File: src/hdl/clock_gen_pkg.sv
// Constants shared by the clock generator, its assertion checker and its bench
package clock_gen_pkg;

  // ---------------------------------------------------------------
  // Register bus
  // ---------------------------------------------------------------
  localparam int ADR_W = 4;
  localparam int DAT_W = 32;
  localparam int SEL_W = 4;

  localparam logic [ADR_W-1:0] CPU_CLOCK_CONTROL_OFF   = 4'h0;
  localparam logic [ADR_W-1:0] CLOCK_OUTPUT_MODE_OFF   = 4'h4;
  localparam logic [ADR_W-1:0] INTERVAL_TIMER_MODE_OFF = 4'h8;
  localparam logic [ADR_W-1:0] CLOCK_STATUS_OFF        = 4'hc;

  // ---------------------------------------------------------------
  // Field positions and reset values
  // ---------------------------------------------------------------
  localparam int CCC_HALT_BIT = 2;
  localparam int CCC_STOP_BIT = 3;
  localparam int COM_ZERO_BIT = 2;
  localparam int COM_EN_BIT   = 3;
  localparam int STS_PEND_BIT = 0;
  localparam int STS_RUN_BIT  = 1;
  localparam int STS_ACT_LO   = 2;

  localparam logic [3:0] CPU_CLOCK_CONTROL_RST   = 4'h0;
  localparam logic [3:0] CLOCK_OUTPUT_MODE_RST   = 4'h0;
  localparam logic [3:0] INTERVAL_TIMER_MODE_RST = 4'h0;

  // ---------------------------------------------------------------
  // Divider and wait timing
  // ---------------------------------------------------------------
  localparam int DIV_W  = 6;
  localparam int WAIT_W = 21;
  localparam logic [DIV_W-1:0] DIV_LAST = 6'h3f;

  localparam logic [4:0] RESET_EXP_LONG  = 5'h11;
  localparam logic [4:0] RESET_EXP_SHORT = 5'h0f;
  localparam logic [4:0] STOP_EXP_000    = 5'h14;
  localparam logic [4:0] STOP_EXP_011    = 5'h11;
  localparam logic [4:0] STOP_EXP_101    = 5'h0f;
  localparam logic [4:0] STOP_EXP_111    = 5'h0d;

  // ---------------------------------------------------------------
  // CPU operating state
  // ---------------------------------------------------------------
  typedef enum logic [1:0] {
    ST_RUN  = 2'b00,
    ST_HALT = 2'b01,
    ST_STOP = 2'b10,
    ST_WAIT = 2'b11
  } cpu_state_e;

endpackage : clock_gen_pkg

File: src/hdl/clock_output_gate.sv
// Glitch-free enable gate for the clock output pin
`timescale 1ns/100ps
`default_nettype none
module clock_output_gate (
  // Clock and reset
  input  wire logic i_clock,
  input  wire logic i_arst_n,
  // Source and request
  input  wire logic i_source,
  input  wire logic i_enable,
  // Gated output
  output logic      o_pin,
  output logic      o_active
);

  logic active_reg;
  logic pin_reg;

  // ---------------------------------------------------------------
  // Enable changes only while the source is low
  // ---------------------------------------------------------------
  // whole pulses only
  always_ff @(posedge i_clock or negedge i_arst_n) begin
    if (!i_arst_n) begin
      active_reg <= 1'b0;
    end else if (!i_source) begin
      active_reg <= i_enable;
    end
  end

  always_ff @(posedge i_clock or negedge i_arst_n) begin
    if (!i_arst_n) begin
      pin_reg <= 1'b0;
    end else begin
      pin_reg <= i_source & active_reg;
    end
  end

  assign o_pin    = pin_reg;
  assign o_active = active_reg;

endmodule : clock_output_gate
`default_nettype wire

File: src/hdl/cpu_clock_gen.sv
// CPU clock generator: divider, clock switch, waits and clock output
//
// Function
// - New CPU clock selection applies after delay
// - Delay 1/4/8/16 cycles by previous setting
// - After reset wait, start at slowest clock
// - Reset wait length set by strap option
// - STOP release wait length from timer mode
// - Internal clocks come from divider chain
// - Output enable never makes narrow pulses; here a single write that enables and changes the select can make one
// - Output mode register 4-bit, write-only
// - Reset clears output mode, output disabled
// - Value 1000B outputs CPU clock on pin
// - Select codes give fx/64, /16, /8, /4
// - Reset clears control: slowest, normal mode
//
// Design decisions made here: the Wishbone slave port and the register offsets.
`timescale 1ns/100ps
`default_nettype none
module cpu_clock_gen #(
  parameter int WAIT_EXP_TRIM = 0
) (
  // Clock and reset
  input  wire logic                               i_clock,
  input  wire logic                               i_arst_n,
  // Wishbone slave
  input  wire logic                               i_wb_cyc,
  input  wire logic                               i_wb_stb,
  input  wire logic                               i_wb_we,
  input  wire logic [clock_gen_pkg::ADR_W-1:0]    i_wb_adr,
  input  wire logic [clock_gen_pkg::SEL_W-1:0]    i_wb_sel,
  input  wire logic [clock_gen_pkg::DAT_W-1:0]    i_wb_dat,
  output logic      [clock_gen_pkg::DAT_W-1:0]    o_wb_dat,
  output logic                                    o_wb_ack,
  // Pins and events
  input  wire logic                               i_wait_option,
  input  wire logic                               i_standby_release,
  // CPU clocking
  output logic                                    o_cpu_tick,
  output logic                                    o_cpu_clock,
  output logic                                    o_cpu_run,
  output logic                                    o_halt,
  output logic                                    o_stop,
  output logic                                    o_switch_pending,
  // Clock output pin
  output logic                                    o_clock_output_pin
);
  import clock_gen_pkg::*;

  // ---------------------------------------------------------------
  // Decoding functions
  // ---------------------------------------------------------------
  // Divider bit that forms a square wave for a CPU clock selection
  function automatic logic [2:0] cpu_div_bit(input logic [1:0] sel);
    logic [2:0] idx;
    case (sel)
      2'b00:   idx = 3'd5;
      2'b01:   idx = 3'd3;
      2'b10:   idx = 3'd2;
      2'b11:   idx = 3'd1;
      default: idx = 3'd5;
    endcase
    return idx;
  endfunction : cpu_div_bit

  // Wait length exponent for a STOP release timer mode
  function automatic logic [4:0] stop_exp(input logic [2:0] mode);
    logic [4:0] e;
    case (mode)
      3'b011:  e = STOP_EXP_011;
      3'b101:  e = STOP_EXP_101;
      3'b111:  e = STOP_EXP_111;
      default: e = STOP_EXP_000;
    endcase
    return e;
  endfunction : stop_exp

  // ---------------------------------------------------------------
  // Declarations
  // ---------------------------------------------------------------
  logic [DIV_W-1:0]  div_cnt_reg;
  logic [3:0]        ccc_reg;
  logic [1:0]        active_sel_reg;
  logic [3:0]        com_reg;
  logic [1:0]        out_sel_reg;
  logic [3:0]        itm_reg;
  cpu_state_e        state_reg;
  logic              wait_from_stop_reg;
  logic [WAIT_W-1:0] wait_cnt_reg;
  logic              opt_meta_reg;
  logic              opt_sync_reg;
  logic              rel_meta_reg;
  logic              rel_sync_reg;
  logic              ack_reg;
  logic [DAT_W-1:0]  dat_reg;
  logic              cpu_level_reg;
  logic              tick_reg;
  logic              out_src_reg;

  logic              bus_req;
  logic              wr_ccc;
  logic              wr_com;
  logic              wr_itm;
  logic              release_evt;
  logic              switch_now;
  logic [4:0]        wait_exp;
  logic [4:0]        wait_exp_trim;
  logic [WAIT_W-1:0] wait_last;
  logic              wait_done;
  logic [DIV_W-1:0]  tick_mask;
  logic              gate_active;

  // ---------------------------------------------------------------
  // Wishbone slave
  // ---------------------------------------------------------------
  assign bus_req = i_wb_cyc & i_wb_stb & ~ack_reg;
  assign wr_ccc  = bus_req & i_wb_we & i_wb_sel[0]
                   & (i_wb_adr == CPU_CLOCK_CONTROL_OFF);
  assign wr_com  = bus_req & i_wb_we & i_wb_sel[0]
                   & (i_wb_adr == CLOCK_OUTPUT_MODE_OFF);
  assign wr_itm  = bus_req & i_wb_we & i_wb_sel[0]
                   & (i_wb_adr == INTERVAL_TIMER_MODE_OFF);

  always_ff @(posedge i_clock or negedge i_arst_n) begin
    if (!i_arst_n) begin
      ack_reg <= 1'b0;
    end else begin
      ack_reg <= bus_req;
    end
  end

  // Read data, unmapped offsets read as zero
  always_ff @(posedge i_clock or negedge i_arst_n) begin
    if (!i_arst_n) begin
      dat_reg <= 32'h0000_0000;
    end else if (bus_req && !i_wb_we) begin
      dat_reg <= 32'h0000_0000;
      case (i_wb_adr)
        CPU_CLOCK_CONTROL_OFF:   dat_reg[3:0] <= ccc_reg;
        CLOCK_OUTPUT_MODE_OFF:   dat_reg[3:0] <= 4'h0;
        INTERVAL_TIMER_MODE_OFF: dat_reg[3:0] <= itm_reg;
        CLOCK_STATUS_OFF: begin
          dat_reg[STS_PEND_BIT]           <= o_switch_pending;
          dat_reg[STS_RUN_BIT]            <= o_cpu_run;
          dat_reg[STS_ACT_LO+1:STS_ACT_LO] <= active_sel_reg;
        end
        default:                 dat_reg <= 32'h0000_0000;
      endcase
    end
  end

  assign o_wb_ack = ack_reg;
  assign o_wb_dat = dat_reg;

  // ---------------------------------------------------------------
  // Pin synchronisers
  // ---------------------------------------------------------------
  always_ff @(posedge i_clock or negedge i_arst_n) begin
    if (!i_arst_n) begin
      opt_meta_reg <= 1'b0;
      opt_sync_reg <= 1'b0;
      rel_meta_reg <= 1'b0;
      rel_sync_reg <= 1'b0;
    end else begin
      opt_meta_reg <= i_wait_option;
      opt_sync_reg <= opt_meta_reg;
      rel_meta_reg <= i_standby_release;
      rel_sync_reg <= rel_meta_reg;
    end
  end

  assign release_evt = rel_sync_reg
                       & ((state_reg == ST_HALT) | (state_reg == ST_STOP));

  // ---------------------------------------------------------------
  // Divider chain
  // ---------------------------------------------------------------
  // free-running fx divider
  always_ff @(posedge i_clock or negedge i_arst_n) begin
    if (!i_arst_n) begin
      div_cnt_reg <= '0;
    end else begin
      div_cnt_reg <= div_cnt_reg + 6'h01;
    end
  end

  // ---------------------------------------------------------------
  // CPU clock control register
  // ---------------------------------------------------------------
  always_ff @(posedge i_clock or negedge i_arst_n) begin
    if (!i_arst_n) begin
      ccc_reg <= CPU_CLOCK_CONTROL_RST;
    end else if (wr_ccc) begin
      // Write wins over a release in the same cycle
      ccc_reg <= i_wb_dat[3:0];
    end else if (release_evt) begin
      ccc_reg[CCC_STOP_BIT:CCC_HALT_BIT] <= 2'b00;
    end
  end

  // ---------------------------------------------------------------
  // CPU clock switch
  // ---------------------------------------------------------------
  // change only at 64-period boundary
  assign switch_now = (div_cnt_reg == DIV_LAST);

  // 64 fx = 1/4/8/16 old cycles
  always_ff @(posedge i_clock or negedge i_arst_n) begin
    if (!i_arst_n) begin
      active_sel_reg <= 2'b00;
    end else if (switch_now) begin
      active_sel_reg <= ccc_reg[1:0];
    end
  end

  assign o_switch_pending = (active_sel_reg != ccc_reg[1:0]);

  // divide by 64, 16, 8 or 4
  assign tick_mask = DIV_W'((7'h02 << cpu_div_bit(active_sel_reg)) - 7'h01);

  always_ff @(posedge i_clock or negedge i_arst_n) begin
    if (!i_arst_n) begin
      cpu_level_reg <= 1'b0;
      tick_reg      <= 1'b0;
    end else begin
      cpu_level_reg <= div_cnt_reg[cpu_div_bit(active_sel_reg)];
      tick_reg      <= ((div_cnt_reg & tick_mask) == tick_mask)
                       & (state_reg == ST_RUN);
    end
  end

  assign o_cpu_tick  = tick_reg;
  assign o_cpu_clock = cpu_level_reg;

  // ---------------------------------------------------------------
  // Operating state and stabilisation waits
  // ---------------------------------------------------------------
  // strap picks reset wait
  assign wait_exp      = wait_from_stop_reg ? stop_exp(itm_reg[2:0])
                         : (opt_sync_reg ? RESET_EXP_SHORT
                                         : RESET_EXP_LONG);
  assign wait_exp_trim = wait_exp - 5'(WAIT_EXP_TRIM);
  assign wait_last     = (WAIT_W'(1) << wait_exp_trim) - WAIT_W'(1);
  assign wait_done     = (wait_cnt_reg == wait_last);

  always_ff @(posedge i_clock or negedge i_arst_n) begin
    if (!i_arst_n) begin
      // start in wait at slowest clock
      state_reg <= ST_WAIT;
    end else begin
      case (state_reg)
        ST_RUN: begin
          if (wr_ccc && i_wb_dat[CCC_STOP_BIT]
              && !i_wb_dat[CCC_HALT_BIT]) begin
            state_reg <= ST_STOP;
          end else if (wr_ccc && i_wb_dat[CCC_HALT_BIT]
                       && !i_wb_dat[CCC_STOP_BIT]) begin
            state_reg <= ST_HALT;
          end
        end
        ST_HALT: begin
          if (release_evt && !wr_ccc) begin
            state_reg <= ST_RUN;
          end
        end
        ST_STOP: begin
          if (release_evt && !wr_ccc) begin
            state_reg <= ST_WAIT;
          end
        end
        ST_WAIT: begin
          if (wait_done) begin
            state_reg <= ST_RUN;
          end
        end
        default: state_reg <= ST_RUN;
      endcase
    end
  end

  always_ff @(posedge i_clock or negedge i_arst_n) begin
    if (!i_arst_n) begin
      wait_from_stop_reg <= 1'b0;
    end else if (state_reg == ST_STOP) begin
      wait_from_stop_reg <= 1'b1;
    end
  end

  always_ff @(posedge i_clock or negedge i_arst_n) begin
    if (!i_arst_n) begin
      wait_cnt_reg <= '0;
    end else if (state_reg == ST_WAIT) begin
      wait_cnt_reg <= wait_cnt_reg + WAIT_W'(1);
    end else begin
      wait_cnt_reg <= '0;
    end
  end

  assign o_cpu_run = (state_reg == ST_RUN);
  assign o_halt    = (state_reg == ST_HALT);
  assign o_stop    = (state_reg == ST_STOP);

  // ---------------------------------------------------------------
  // Interval timer mode register
  // ---------------------------------------------------------------
  always_ff @(posedge i_clock or negedge i_arst_n) begin
    if (!i_arst_n) begin
      itm_reg <= INTERVAL_TIMER_MODE_RST;
    end else if (wr_itm) begin
      itm_reg <= i_wb_dat[3:0];
    end
  end

  // ---------------------------------------------------------------
  // Clock output mode and source
  // ---------------------------------------------------------------
  always_ff @(posedge i_clock or negedge i_arst_n) begin
    if (!i_arst_n) begin
      com_reg <= CLOCK_OUTPUT_MODE_RST;
    end else if (wr_com) begin
      com_reg <= i_wb_dat[3:0];
    end
  end

  // Frequency select follows only while the gate is idle
  always_ff @(posedge i_clock or negedge i_arst_n) begin
    if (!i_arst_n) begin
      out_sel_reg <= 2'b00;
    end else if (!gate_active) begin
      out_sel_reg <= com_reg[1:0];
    end
  end

  always_ff @(posedge i_clock or negedge i_arst_n) begin
    if (!i_arst_n) begin
      out_src_reg <= 1'b0;
    end else begin
      case (out_sel_reg)
        2'b00:   out_src_reg <= cpu_level_reg & ~o_stop;
        2'b01:   out_src_reg <= div_cnt_reg[2] & ~o_stop;
        2'b10:   out_src_reg <= div_cnt_reg[1] & ~o_stop;
        2'b11:   out_src_reg <= div_cnt_reg[0] & ~o_stop;
        default: out_src_reg <= 1'b0;
      endcase
    end
  end

  clock_output_gate u_gate (
    .i_clock  (i_clock),
    .i_arst_n (i_arst_n),
    .i_source (out_src_reg),
    .i_enable (com_reg[COM_EN_BIT]),
    .o_pin    (o_clock_output_pin),
    .o_active (gate_active)
  );
endmodule : cpu_clock_gen
`default_nettype wire

File: config.mk
export PLATFORM = sky130hd
export DESIGN_NAME = cpu_clock_gen
export DESIGN_NICKNAME = d
export VERILOG_FILES = /design/src/hdl/clock_gen_pkg.sv /design/src/hdl/clock_output_gate.sv /design/src/hdl/cpu_clock_gen.sv
export SDC_FILE = /design/constraint.sdc
export NUM_CORES = 1
export LEC_CHECK = 0
export BUFFER_PORTS_ARGS = -buffer_cell sky130_fd_sc_hd__buf_2
export CAP_MARGIN = 30
export CELL_PAD_IN_SITES_DETAIL_PLACEMENT = 1
export CELL_PAD_IN_SITES_GLOBAL_PLACEMENT = 1
export CORE_ASPECT_RATIO = 0.9
export CORE_MARGIN = 2
export CORE_UTILIZATION = 40
export CTS_CLUSTER_SIZE = 40
export DETAILED_ROUTE_END_ITERATION = 10
export PLACE_DENSITY_LB_ADDON = 0.3
export RECOVER_POWER = 50
export SLEW_MARGIN = 20
export SYNTH_ARGS = -nofsm -noshare
export SYNTH_HDL_FRONTEND = slang
export SYNTH_SLANG_ARGS = --single-unit
export TNS_END_PERCENT = 1
File: constraint.sdc
create_clock -name i_clock -period 2.71 [get_ports i_clock]
set_input_delay 0.1355 -clock i_clock [delete_from_list [all_inputs] [get_ports i_clock]]
set_output_delay 0.1355 -clock i_clock [all_outputs]
set_load 0.01 [all_outputs]
==> flow_summary.toml <==
[run_status]
outcome = "complete, but fails checks"
violations = "capacitance limit, slew limit"

[global_routing]
overflow = 0
grt_pass1_vias = 2326
antenna_found_initial = 0
grt_usage = 0.164
grt_pass1_wl_mm = 11.7
grt_max_degree = 36

[timing]
setup_ws_ns = 0.519
finalHoldViolations = 0
min_period_over_period = 0.808
slew_viol_final = 36
period_minus_slack_ns = 2.19
setup_tns_ns = 0
tightestPinTransition_ns = 1.86
finalSetupViolations = 0
fin_skew_ns = 0.0129
rsz0062_at_grt = "no"
fmax_mhz = 457
holdWs_ns = 0.0651
slew_headroom = -0.240

[yosys]
synth.cell_area_sq_mm = 0.00327
synth_common_cells = "57 x dfrtp_1, 29 x buf_4, 20 x and2_1"
synth-seq-cells = 59
synth_edf_count = 0
seq_area_frac_synth = 0.452
synthArstFlopShare = 1.00
synth_area_leaders = "dfrtp_1 44%, buf_4 6.7%, ha_1 5.0%"
ys.flop_type = "dfrtp_1"
synth.avg_cell_area_sq_um = 10.5
synth_warnings = 0
synth_top_area_share = 0.436
synth.distinct_cells = 47
syn_inst = 310
yosysMostFrequentCell = "dfrtp_1"
synth_top_area_cell = "dfrtp_1"

[drt]
routed_wl_mm = 6.79
drtIter0Drc = 78
drc_errors = 0
via_per_inst = 5.09
wl_per_cell_um = 15.1
dr.pass1.iters = 4
drtAntennaViolNets = 0
vias = 2287

[final_layout]
areaGrowthSynthToFinish_pct = 11.9
fin_cells = 449
diodes = 0
nets = 405
drive_above_1_share = 0.183
fin_util = 0.458
largest_reg_flops = 21

[die]
start_util = 0.409
rows = 31
ios = 87
dieArea_sq_mm = 0.00891
dieWidth_um = 99.3
core_sq_mm = 0.00799
fp.dieH_um = 89.8

[placed_design]
hpwlAfterDp_mm = 4.93
dp.cells = 430
gp_congestion = 0.853
io_buffers = 27
dp_slack_ns = 0.539

[setup_path]
startpoint_type = "register"
critPathMaxFanout = 6
end_kind = "register"
cp_slowest_cell = "a2111o_1"
max_stage_delay_ns = 0.48
regToRegSetupSlack_ns = 0.52
worstPathRequired_ns = 2.98
r2r_end = "state_reg[1]"
cp.arrival_ns = 2.46
crit_chain = "o21ai_1 -> a2111oi_0 -> a41o_1 -> nand4_1 -> a2111o_1 -> mux2_4"
crit_type = "reg -> reg"
r2r_cells = 6
r2r-start = "itm_reg[1]"

[clock_network]
cts_resized = 0
cts_setup_buffers = 0
cts.sinks = 59
clock_latency_ns = 0.35
cts-buffers-inserted = 9
clockRootBuffer = "clkbuf_8"
clk_pin_slew_ns = 0.06
cts_tree = "done"
clockBufferDepth = 2
ctsHoldBuffers = 3
htree_levels = 3

[hold_path]
hp-class = "in -> reg"
whs_path_depth = 2
hold_path_end = "com_reg[1]"
min_from = "i_wb_dat[1]"

[run]
cap_violations = 1

[power]
p_leak_nw = 1.75
ir_drop_v = 0.000283
p_per_area_mw_per_mm2 = 580
worst max-delay path, delay by kind of cell (launching register included):
kind,cells,cell delay [ns]
simple gates,1,0.10
compound gates,4,1.26
flops,1,0.45
mux,1,0.31
layout by cell type (no fill, tap or decap), types with 4 or more instances in the layout:
cell type / Yosys / final
nor2_1: 10 / 10
and4_1: 4 / 4
nor3_1: 4 / 4
nand3_1: 10 / 10
mux2i_1: 6 / 6
xnor2_1: 17 / 17
nand2_1: 19 / 19
clkbuf_1: 8 / 4
xor2_1: 9 / 9
inv_1: 9 / 9
mux2_2: 13 / 13
buf_2: 0 / 26
ha_1: 13 / 13
and3_1: 7 / 7
o21ai_0: 17 / 17
dfrtp_1: 57 / 57
nor2b_1: 5 / 5
and2_1: 20 / 19
clkbuf_8: 0 / 11
nand4_1: 8 / 8
conb_1: 2 / 30
a22o_1: 4 / 4
logic make-up (layout without fill, tap and decap cells):
family,count (synthesis),after routing,synth area share
xor gates and xnor gates,26,26,0.0697
AOI/OAI and AO/OA,43,43,0.0911
and+or+nand+nor,98,98,0.166
buffers and inverters,47,59,0.0873
other,2,30,0.00230
adders and majority gates,13,13,0.0498
DFF,59,59,0.452
muxes,22,22,0.0815
layout make-up:
class / count / area, sq um
clock buffers: 12 / 155
clock inverters: 4 / 72.6
fillers: 915 / 4330
inverters: 10 / 37.5
multi-input cells: 232 / 1610
flip-flops and latches: 59 / 1480
well taps: 99 / 124
repair buffers: 33 / 179
how the worst max path moves through the flow:
stage | from | end | cells past startpoint
final | itm_reg[1] | state_reg[1] | 6
after detailed placement | itm_reg[1] | state_reg[1] | 6
after CTS | itm_reg[1] | state_reg[1] | 6
after global routing | i_arst_n | wait_cnt_reg[8] | 3
after global placement | wait_cnt_reg[18] | state_reg[1] | 5
after floorplan | wait_cnt_reg[18] | state_reg[1] | 6
power breakdown:
group | switching [mW] | internal [mW]
Sequential | 0.0286 | 0.921
Combinational | 0.153 | 0.106
Clock | 0.346 | 0.566
per-stage QoR:
step,power [mW],area (sq um)
detailed placement,1.23,3410
floorplan,1.16,3370
finish,2.12,3660
CTS,2.15,3670
global placement,1.22,3410
global route,2.23,3660
routing by layer:
metal  part of all wire  GRT usage  wire length, um  vias to the layer above
met4              0.018     0.0674              124                        0
met2               0.43      0.238             2930                       52
met5                  0          0                0                        -
li1                   -          -                -                     1098
met1               0.51      0.234             3450                     1126
met3              0.041     0.0435              280                       11
Power figures use the tool's default switching activity.
